`config.mk`:
```
export PLATFORM = sky130hd
export DESIGN_NAME = irs_sequencer
export DESIGN_NICKNAME = d
export VERILOG_FILES = /design/src/logic/irs_pkg.sv /design/src/logic/irs_sequencer.sv /design/src/logic/irs_sync2.sv /design/src/logic/irs_oneshot.sv
export SDC_FILE = /design/constraint.sdc
export NUM_CORES = 1
export LEC_CHECK = 0
export BUFFER_PORTS_ARGS = -buffer_cell sky130_fd_sc_hd__buf_4
export CORE_ASPECT_RATIO = 1.25
export CORE_MARGIN = 8
export CORE_UTILIZATION = 45
export DETAILED_ROUTE_END_ITERATION = 8
export GPL_TIMING_DRIVEN = 0
export PLACE_DENSITY_LB_ADDON = 0.12
export SYNTH_ARGS = -nofsm -noshare
export SYNTH_HDL_FRONTEND = slang
export SYNTH_HIERARCHICAL = 1
export SYNTH_SLANG_ARGS = --single-unit
```
`constraint.sdc`:
```
create_clock -name core_clk -period 3.9 [get_ports core_clk]
set_clock_uncertainty 0.1 [all_clocks]
set_input_delay 1.17 -clock core_clk [delete_from_list [all_inputs] [get_ports core_clk]]
set_output_delay 1.17 -clock core_clk [all_outputs]
set_load 0.005 [all_outputs]
```
`src/logic/irs_pkg.sv`:
```
// constants and carrier types for the integrator reset sequencer
package irs_pkg;
	localparam int unsigned CLK_PERIOD_NS = 10;
	localparam int unsigned CAL_TIME_NS = 2000;
	localparam int unsigned CAL_CYCLES = (CAL_TIME_NS + CLK_PERIOD_NS - 1) / CLK_PERIOD_NS;
	localparam int unsigned WATCHDOG_LIMIT_NS = 100000;
	localparam int unsigned WATCHDOG_LIMIT_CYCLES = WATCHDOG_LIMIT_NS / CLK_PERIOD_NS;
	localparam int unsigned MIN_RESET_NS = 150;
	localparam int unsigned MIN_RESET_CYCLES = (MIN_RESET_NS + CLK_PERIOD_NS - 1) / CLK_PERIOD_NS;
	localparam int unsigned ONESHOT_NS_PER_STEP = 10;
	localparam int unsigned CNT_W = 20;
	localparam logic [CNT_W-1:0] CNT_RESET = 20'h00000;
	localparam logic [11:0] ONESHOT_DEFAULT = 12'h064;

	typedef enum logic [1:0] {
		IRS_LOCKOUT,
		IRS_CALIBRATE,
		IRS_ARMED,
		IRS_RUN
	} irs_state_t;

	typedef struct packed {
		logic [3:0] reset_timing_inputs;
		logic current_entry;
		logic current_exit;
	} irs_link_in_t;

	typedef struct packed {
		logic measure_out_a;
		logic measure_out_b;
		logic integ_reset;
	} irs_meas_out_t;
endpackage : irs_pkg

```
`src/logic/irs_sequencer.sv`:
```
// integrator reset sequencer: lockout, calibration, reset and watchdog
// What this block does
// - lockout forces outputs minimum, ignores inputs
// - leave lockout at threshold plus hysteresis
// - calibrate after lockout, outputs minimum
// - enable inputs after calibration; first reset
// - measure after each reset, then alternate
// - reverse current keeps measure output minimum
// - select tied high: reset follows inputs
// - select resistor: reset condition fires one-shot
// - one-shot holds reset for programmed time, minimum MIN_RESET_CYCLES (15 cycles)
// - fault when measurement exceeds watchdog limit
// - calibrate on every exit from lockout, including after each supply dip below threshold
// - fault output active low
// - reset true when first two inputs differ
`timescale 1ns/1ps
module irs_sequencer
	import irs_pkg::*;
#(
	parameter int unsigned CAL_LEN = CAL_CYCLES,
	parameter int unsigned WD_LEN = WATCHDOG_LIMIT_CYCLES
) (
	input wire logic core_clk,
	input wire logic rst_b,
	input wire logic supply_above_lockout_threshold,
	input wire logic supply_above_lockout_hysteresis,
	input wire irs_pkg::irs_link_in_t link_in,
	input wire logic reset_follow_select,
	input wire logic [11:0] oneshot_steps,
	output irs_pkg::irs_meas_out_t meas_out,
	output logic fault_b,
	output logic calibrating,
	output logic [1:0] seq_state
);
	import irs_pkg::*;

	irs_link_in_t link_sync;
	logic lock_high_s;
	logic lock_hyst_s;
	logic follow_s;
	irs_state_t state;
	irs_state_t next_state;
	logic [CNT_W-1:0] count;
	logic [CNT_W-1:0] next_count;
	logic in_reset_prev;
	logic oneshot_busy;

	irs_sync2 #(.WIDTH(6)) u_sync_link (
		.core_clk(core_clk),
		.rst_b(rst_b),
		.async_in(link_in),
		.sync_out(link_sync)
	);

	irs_sync2 #(.WIDTH(3)) u_sync_cfg (
		.core_clk(core_clk),
		.rst_b(rst_b),
		.async_in({supply_above_lockout_threshold, supply_above_lockout_hysteresis,
			reset_follow_select}),
		.sync_out({lock_high_s, lock_hyst_s, follow_s})
	);

	// reset condition is xor of first two inputs
	wire logic reset_cond = link_sync.reset_timing_inputs[0] ^ link_sync.reset_timing_inputs[1];
	wire logic inputs_enabled = (state == IRS_ARMED) || (state == IRS_RUN);
	wire logic trigger = inputs_enabled && reset_cond;

	irs_oneshot u_oneshot (
		.core_clk(core_clk),
		.rst_b(rst_b),
		.trigger(trigger && !follow_s),
		.duration(oneshot_steps),
		.busy(oneshot_busy)
	);

	// follow mode: reset exactly while condition holds
	wire logic in_reset = follow_s ? trigger : oneshot_busy;
	// reset end restarts the watchdog count
	wire logic reset_end = in_reset_prev && !in_reset;
	wire logic forward = link_sync.current_entry && !link_sync.current_exit;
	wire logic measuring = (state == IRS_RUN) && !in_reset;
	wire logic wd_expired = measuring && (count >= CNT_W'(WD_LEN - 1));

	always_comb
	begin
		next_state = state;
		next_count = count;
		case (state)
			IRS_LOCKOUT:
			begin
				next_count = CNT_RESET;
				if (lock_high_s && lock_hyst_s)
				begin
					next_state = IRS_CALIBRATE;
				end
			end
			IRS_CALIBRATE:
			begin
				next_count = count + CNT_W'(1);
				if (count >= CNT_W'(CAL_LEN - 1))
				begin
					next_state = IRS_ARMED;
					next_count = CNT_RESET;
				end
			end
			IRS_ARMED:
			begin
				next_count = CNT_RESET;
				if (in_reset)
				begin
					next_state = IRS_RUN;
				end
			end
			IRS_RUN:
			begin
				// measure phase counts, reset phase clears
				if (in_reset || reset_end)
				begin
					next_count = CNT_RESET;
				end
				else if (!wd_expired)
				begin
					next_count = count + CNT_W'(1);
				end
			end
			default:
			begin
				next_state = IRS_LOCKOUT;
				next_count = CNT_RESET;
			end
		endcase
		// lockout whenever supply drops below threshold
		if (!lock_high_s)
		begin
			next_state = IRS_LOCKOUT;
			next_count = CNT_RESET;
		end
	end

	always_ff @(posedge core_clk)
	begin
		if (!rst_b)
		begin
			state <= IRS_LOCKOUT;
			count <= CNT_RESET;
			in_reset_prev <= 1'b0;
		end
		else
		begin
			state <= next_state;
			count <= next_count;
			in_reset_prev <= in_reset;
		end
	end

	// single-output variant: second output stays at minimum
	always_ff @(posedge core_clk)
	begin
		if (!rst_b)
		begin
			meas_out <= '0;
			fault_b <= 1'b1;
			calibrating <= 1'b0;
			seq_state <= 2'h0;
		end
		else
		begin
			meas_out.measure_out_a <= measuring && forward;
			meas_out.measure_out_b <= 1'b0;
			meas_out.integ_reset <= (state == IRS_RUN || state == IRS_ARMED) && in_reset;
			if (!lock_high_s || state != IRS_RUN || in_reset)
			begin
				// reset in run or leaving run clears the fault
				fault_b <= 1'b1;
			end
			else if (wd_expired)
			begin
				fault_b <= 1'b0;
			end
			calibrating <= (state == IRS_CALIBRATE);
			seq_state <= state;
		end
	end
endmodule : irs_sequencer

```
`src/logic/irs_sync2.sv`:
```
// two flip-flop synchroniser for a bus of pin levels
`timescale 1ns/1ps
module irs_sync2 #(
	parameter int unsigned WIDTH = 1
) (
	input wire logic core_clk,
	input wire logic rst_b,
	input wire logic [WIDTH-1:0] async_in,
	output logic [WIDTH-1:0] sync_out
);
	logic [WIDTH-1:0] stage1;
	always_ff @(posedge core_clk)
	begin
		if (!rst_b)
		begin
			stage1 <= '0;
			sync_out <= '0;
		end
		else
		begin
			stage1 <= async_in;
			sync_out <= stage1;
		end
	end
endmodule : irs_sync2

```
`src/logic/irs_oneshot.sv`:
```
// programmable one-shot reset stretcher
`timescale 1ns/1ps
module irs_oneshot
	import irs_pkg::*;
(
	input wire logic core_clk,
	input wire logic rst_b,
	input wire logic trigger,
	input wire logic [11:0] duration,
	output logic busy
);
	logic [11:0] remain;
	wire logic [11:0] clamped = (duration < 12'(MIN_RESET_CYCLES)) ? 12'(MIN_RESET_CYCLES) : duration;
	wire logic start = trigger && !busy;
	always_ff @(posedge core_clk)
	begin
		if (!rst_b)
		begin
			remain <= 12'h000;
			busy <= 1'b0;
		end
		else if (start)
		begin
			remain <= clamped - 12'h001;
			busy <= 1'b1;
		end
		else if (busy)
		begin
			remain <= remain - 12'h001;
			busy <= (remain != 12'h000);
		end
	end
endmodule : irs_oneshot

```
==> impl_results.md, run 1 <==
- Final min period: 3450 ps
- Critical Path End Type: register
- Rel. slew slack: 0.443
- Max cap viols: 0
- Largest net degree at the start of global routing: 17
- Synth Warn #: 6
- Hold EP: meas_out[2]$_SDFF_PN0_
- Layout Cells excl Fill: 471
- Top-Level Pins: 30
- Final #Nets: 414
- Die W: 88.8 µm
- First-pass GRT wire length: 11,700 µm
- GRT Util Overall: 0.154
- P&R area growth vs syn: 13.2%
- Initial antenna violation count: 0
- Remaining Overflow, GRT: 0
- Area of the multi-input gates: 1740 µm²
- Worst-path clk slew: 100 ps
- Slew Viols, Final: 0
- Most frequent cells in the layout: 56 x dfxtp_1, 29 x nand2_1, 28 x buf_4
- Crit Path Max Fanout: 6
- Pleak: 0.00121 µW
- Worst R2R Path Depth: 9
- Fin util: 0.520
- Placeable Area: 6480 µm²
- Worst vdd ir: 155 µV
- Wirelength per Cell: 15.0 µm
- Vias per cell: 5.72
- RR Endpoint: u_oneshot/remain[11]$_SDFFE_PN0P_
- CTS buffer count: 5
- RePlAce Congestion: 0.902
- Final setup fails: 0
- Setup ws final: 449 ps
- Hold path depth: 1
- CTS HTree Levels: 2
- Hold WC Path Type: reg2reg
- R2R Setup Slk: 450 ps
- Clk sinks: 56
- Core Rows: 33
- Worst hold slack: 301 ps
- Tcrit/Tclk final: 0.885
- Number of I/O port buffers: 26
- CTS resizes: 0
- Critical path launch point type: primary input
- Crit path DAT: 3550 ps
- # DRC: 0
- Hold path start: u_sync_link/sync_out[0]$_SDFF_PN0_
- Commonest non-fill, non-tap cell in the layout: dfxtp_1
- Initial DRC Count: 78
- F_max: 0.290 GHz
- Outcome: finished, final reports clean
- Clk buf depth: 2
- CTS tree: built
- Critical Path RT: 4000 ps
- Placed Cells: 463
- Slew at the pin closest to its max-slew limit: 828 ps
- Final ANT Viol Nets: 0
- N_diodes: 0
- Avg Cell Area, Syn: 8.51 µm²
- DP Worst Slack: 167 ps
- Area of the mapped netlist: 2980 µm²
- Drt pass-1 iters: 5
- WL final: 7060 µm
- Power Dens Cells: 274 nW/µm²
- CP Class: in2reg
- Number of global-route vias before repair: 2,567
- Fill count: 653
- Root Driver: clkbuf_8
- Vias: 2,696
- Setup TNS: 0 ps
- Initial Utilization: 0.460
- Worst r2r src: state[0]$_SDFFE_PN0P_
- Hpwl dp: 5330 µm
- RSZ-0062 raised after global routing: false
- Register Area: 1120 µm²
- Layout cell share with drive strength beyond 1: 0.167
- Mapped Nets: 380
- Die area: 9500 µm²
- Chip height: 107 µm
- Worst-skew pair later-pin latency: 300 ps
- Fin. Hold Viols: 0
- Post-Synthesis Cells: 350
## how the worst max path moves through the flow
stage,from,endpoint,slack (ps),cells past startpoint
finish,oneshot_steps[7],u_oneshot/remain[6]$_SDFFE_PN0P_,450,9
global route,state[0]$_SDFFE_PN0P_,u_oneshot/remain[11]$_SDFFE_PN0P_,190,9
CTS,state[0]$_SDFFE_PN0P_,u_oneshot/remain[7]$_SDFFE_PN0P_,270,9
detailed placement,oneshot_steps[7],u_oneshot/remain[6]$_SDFFE_PN0P_,170,9
global placement,oneshot_steps[7],u_oneshot/remain[6]$_SDFFE_PN0P_,180,9
floorplan,oneshot_steps[7],u_oneshot/remain[6]$_SDFFE_PN0P_,780,8
## power breakdown
| part | leakage, µW | total [µW] | switching (µW) | internal, µW |
|---|---|---|---|---|
| Combinational | 0.000716 | 39.6 | 18.0 | 21.6 |
| Clock | 0.0000400 | 305 | 182 | 122 |
| Sequential | 0.000454 | 580 | 2.38 | 578 |
| Total | 0.00121 | 925 | 203 | 722 |
## state kept, by name, indices dropped and copies added (netlist names), 2 cells and up
name and cells:
count 20, u_oneshot/remain 12, u_sync_link/stage1 4, u_sync_link/sync_out 4, u_sync_cfg/stage1 3, u_sync_cfg/sync_out 3, meas_out 2, seq_state 2
state 2
## per-layer routing
| metal | global-route usage | routed length (µm) | vias to the layer above |
|---|---|---|---|
| met5 | 0 | 0 | - |
| met1 | 0.178 | 3060 | 1255 |
| met3 | 0.0275 | 380 | 17 |
| li1 | - | - | 1363 |
| met4 | 0.0739 | 227 | 0 |
| met2 | 0.263 | 3400 | 61 |
## metrics by stage
stage	cell area [µm²]	total power, µW
after floorplan	2980	608
after global placement	3280	633
after detailed placement	3280	633
after CTS	3360	942
after global routing	3370	965
final	3370	925
## worst max-delay path, stage by stage
cell and delay, ps:
buf_4 130, nor4_1 730, a211o_1 290, nand2_1 90
ha_1 270, and3_1 180, nor2_1 280, o21ai_0 160
o221a_2 240
## final cells by class
class / instances / area share
buffer: 15 / 0.0241
clock buffer: 5 / 0.0204
clock inverter: 2 / 0.00371
inverter: 11 / 0.0122
multi-input combinational: 268 / 0.515
sequential: 56 / 0.332
tap: 87 / 0.0323
timing repair buffer: 27 / 0.0601
## repair_timing
action                                  in CTS  in global routing
buffers inserted                             0                  1
endpoints found under the setup margin       0                  2
hold endpoints to repair                     0                  0
hold buffers                                 0                  0
Power figures use the tool's default switching activity.
==> run 2, diff against run 1 <==
clock period = 4.4 ns   (was 3.9 ns; I/O delays follow)
==> run 2 against run 1 <==
Combinational power fell by 11%; sequential power shrank 11%; power is 11% lower; count of clock-buffer cells in the layout did not move; die area unchanged; sequential cell count unchanged; critical path type is now reg2reg.
==> impl_results.md, run 2 (same netlist as run 1, synthesis figures left out) <==
- Outcome: finished, final reports clean (unchanged)
- Worst-skew pair later-pin latency: 300 ps (about the same)
- Placeable Area: 6480 µm² (unchanged)
- Final setup fails: 0 (unchanged)
- Layout cell share with drive strength beyond 1: 0.164 (was 0.167)
- Met3 WL: 369 µm (was 380 µm)
- First-pass GRT wire length: 11,700 µm (unchanged)
- Area of the multi-input gates: 1740 µm² (unchanged)
- Clk sinks: 56 (unchanged)
- RSZ-0062 raised after global routing: false (unchanged)
- Initial antenna violation count: 0 (unchanged)
- DP Worst Slack: 517 ps (was 167 ps)
- Crit path DAT: 3820 ps (was 3550 ps)
- # Post-CTS Setup Buffers: 0 (unchanged)
- Biggest regs: count (20), u_oneshot/remain (12) (unchanged)
- Final min period: 3670 ps
- Hpwl dp: 5330 µm (unchanged)
- Comb pwr share: 0.043 (about the same)
- Met2 Wirelength: 3430 µm (was 3400 µm)
- Critical Path End Type: register (unchanged)
- Critical Path RT: 4540 ps (was 4000 ps)
- Initial DRC Count: 114 (was 78)
- P_int: 640 µW (was 722 µW)
- Max reg flops: 20 (unchanged)
- N_diodes: 0 (unchanged)
- P_sw: 179 µW (was 203 µW)
- Vias per cell: 5.72 (about the same)
- Worst r2r src: state[0]$_SDFFE_PN0P_ (unchanged)
- CTS HTree Levels: 2 (unchanged)
- # DRC: 0 (unchanged)
- Metal-1 WL: 3050 µm (was 3060 µm)
- Rel. slew slack: 0.277 (was 0.443)
- Top-Level Pins: 30 (unchanged)
- F_max: 0.272 GHz
- Hold WC Path Type: reg2reg (unchanged)
- Drt pass-1 iters: 4 (was 5)
- Commonest non-fill, non-tap cell in the layout: dfxtp_1 (unchanged)
- CP Class: reg2reg (was in2reg)
- Core Rows: 33 (unchanged)
- Initial Utilization: 0.460 (unchanged)
- Die W: 88.8 µm (unchanged)
- Wirelength per Cell: 15.0 µm (about the same)
- Most frequent cells in the layout: 56 x dfxtp_1, 29 x nand2_1, 27 x buf_4 (was 56 x dfxtp_1, 29 x nand2_1, 28 x buf_4)
- CTS resizes: 0 (unchanged)
- Slew Viols, Final: 0 (unchanged)
- Worst hold slack: 302 ps (was 301 ps)
- Largest net degree at the start of global routing: 17 (unchanged)
- Pwr Total: 819 µW (was 925 µW)
- Chip height: 107 µm (unchanged)
- Final ANT Viol Nets: 0 (unchanged)
- Pleak: 0.00121 µW (about the same)
- Number of global-route vias before repair: 2,567 (unchanged)
- Worst vdd ir: 137 µV (was 155 µV)
- CTS tree: built (unchanged)
- Tcrit/Tclk final: 0.835
- Clk buf depth: 2 (unchanged)
- Clock share of power: 0.329 (about the same)
- P&R area growth vs syn: 12.9% (was 13.2%)
- Sw frac: 0.219 (about the same)
- Slew at the pin closest to its max-slew limit: 1080 ps (was 828 ps)
- Hold path start: u_sync_link/sync_out[0]$_SDFF_PN0_ (unchanged)
- Number of I/O port buffers: 26 (unchanged)
- Setup ws final: 726 ps (was 449 ps)
- Critical path launch point type: register (was primary input)
- Fill count: 652 (was 653)
- Crit Path Max Fanout: 10 (was 6)
- Critical Path Start: state[0]$_SDFFE_PN0P_ (was oneshot_steps[7])
- Max cap viols: 0 (unchanged)
- Root Driver: clkbuf_8 (unchanged)
- GRT Util Overall: 0.154 (unchanged)
- Highest layer used for signal routing: met4 (unchanged)
- CTS buffer count: 5 (unchanged)
- Final #Nets: 413 (was 414)
- Worst-path clk slew: 90 ps (was 100 ps)
- WL final: 7050 µm (was 7060 µm)
- Register Area: 1120 µm² (unchanged)
- Setup TNS: 0 ps (unchanged)
- Fin. Hold Viols: 0 (unchanged)
- Remaining Overflow, GRT: 0 (unchanged)
- Power Dens Cells: 243 nW/µm² (was 274 nW/µm²)
- Fin util: 0.519 (was 0.520)
- RePlAce Congestion: 0.902 (unchanged)
- Largest Register: count (unchanged)
- Reg power frac: 0.628 (about the same)
- Die area: 9500 µm² (unchanged)
- CTS hold repair buffers: 0 (unchanged)
- Vias: 2,689 (was 2,696)
==> run 2: cell types whose count changed in the layout (fill, tap and decap cells not counted), sizes merged <==
cell	before	now
buf	35	34
==> run 2: routing by layer <==
metal	vias up	global-route usage
li1	1362	-
met1	1251	0.178
met2	61	0.263
met3	15	0.0275
met4	0	0.0739
met5	-	0
==> run 2: critical path: stages, from the launching register on <==
cell and delay [ps]:
dfxtp_1 460, ha_1 250, nor2_1 90, nor3_1 580, nand2b_1 140, buf_6 180
a211o_1 320, a222oi_1 950, nor4b_2 380, o31a_1 180
==> run 2: final cells by class <==
type | count | share of cell area
buffer | 15 | 0.0242
clock buffer | 5 | 0.0205
clock inverter | 2 | 0.00372
inverter | 11 | 0.0123
multi-input combinational | 268 | 0.516
sequential | 56 | 0.333
tap | 87 | 0.0324
timing repair buffer | 26 | 0.0580
==> run 2: path summary, 6_finish.rpt <==
check	endpoint	slack, ps	cells past startpoint
setup / recovery	u_oneshot/remain[7]$_SDFFE_PN0P_	730	9
hold / removal	meas_out[2]$_SDFF_PN0_	300	1
setup reg to reg	u_oneshot/remain[7]$_SDFFE_PN0P_	730	9
hold reg to reg	meas_out[2]$_SDFF_PN0_	300	1
==> run 2: metrics by stage <==
stage	instance area, µm²	cells
2_1_floorplan	2980	350
3_3_place_gp	3280	463
3_5_place_dp	3280	463
4_1_cts	3360	470
5_1_grt	3360	470
6_report	3360	470
==> run 2: power by group through the flow <==
stage | logic [µW] | clock network [µW] | registers [µW]
floorplan | 13.4 | 0 | 526
global placement | 34.6 | 0 | 526
detailed placement | 35.1 | 0 | 526
CTS | 35.3 | 285 | 515
global route | 38.2 | 302 | 515
finish | 35.2 | 269 | 515
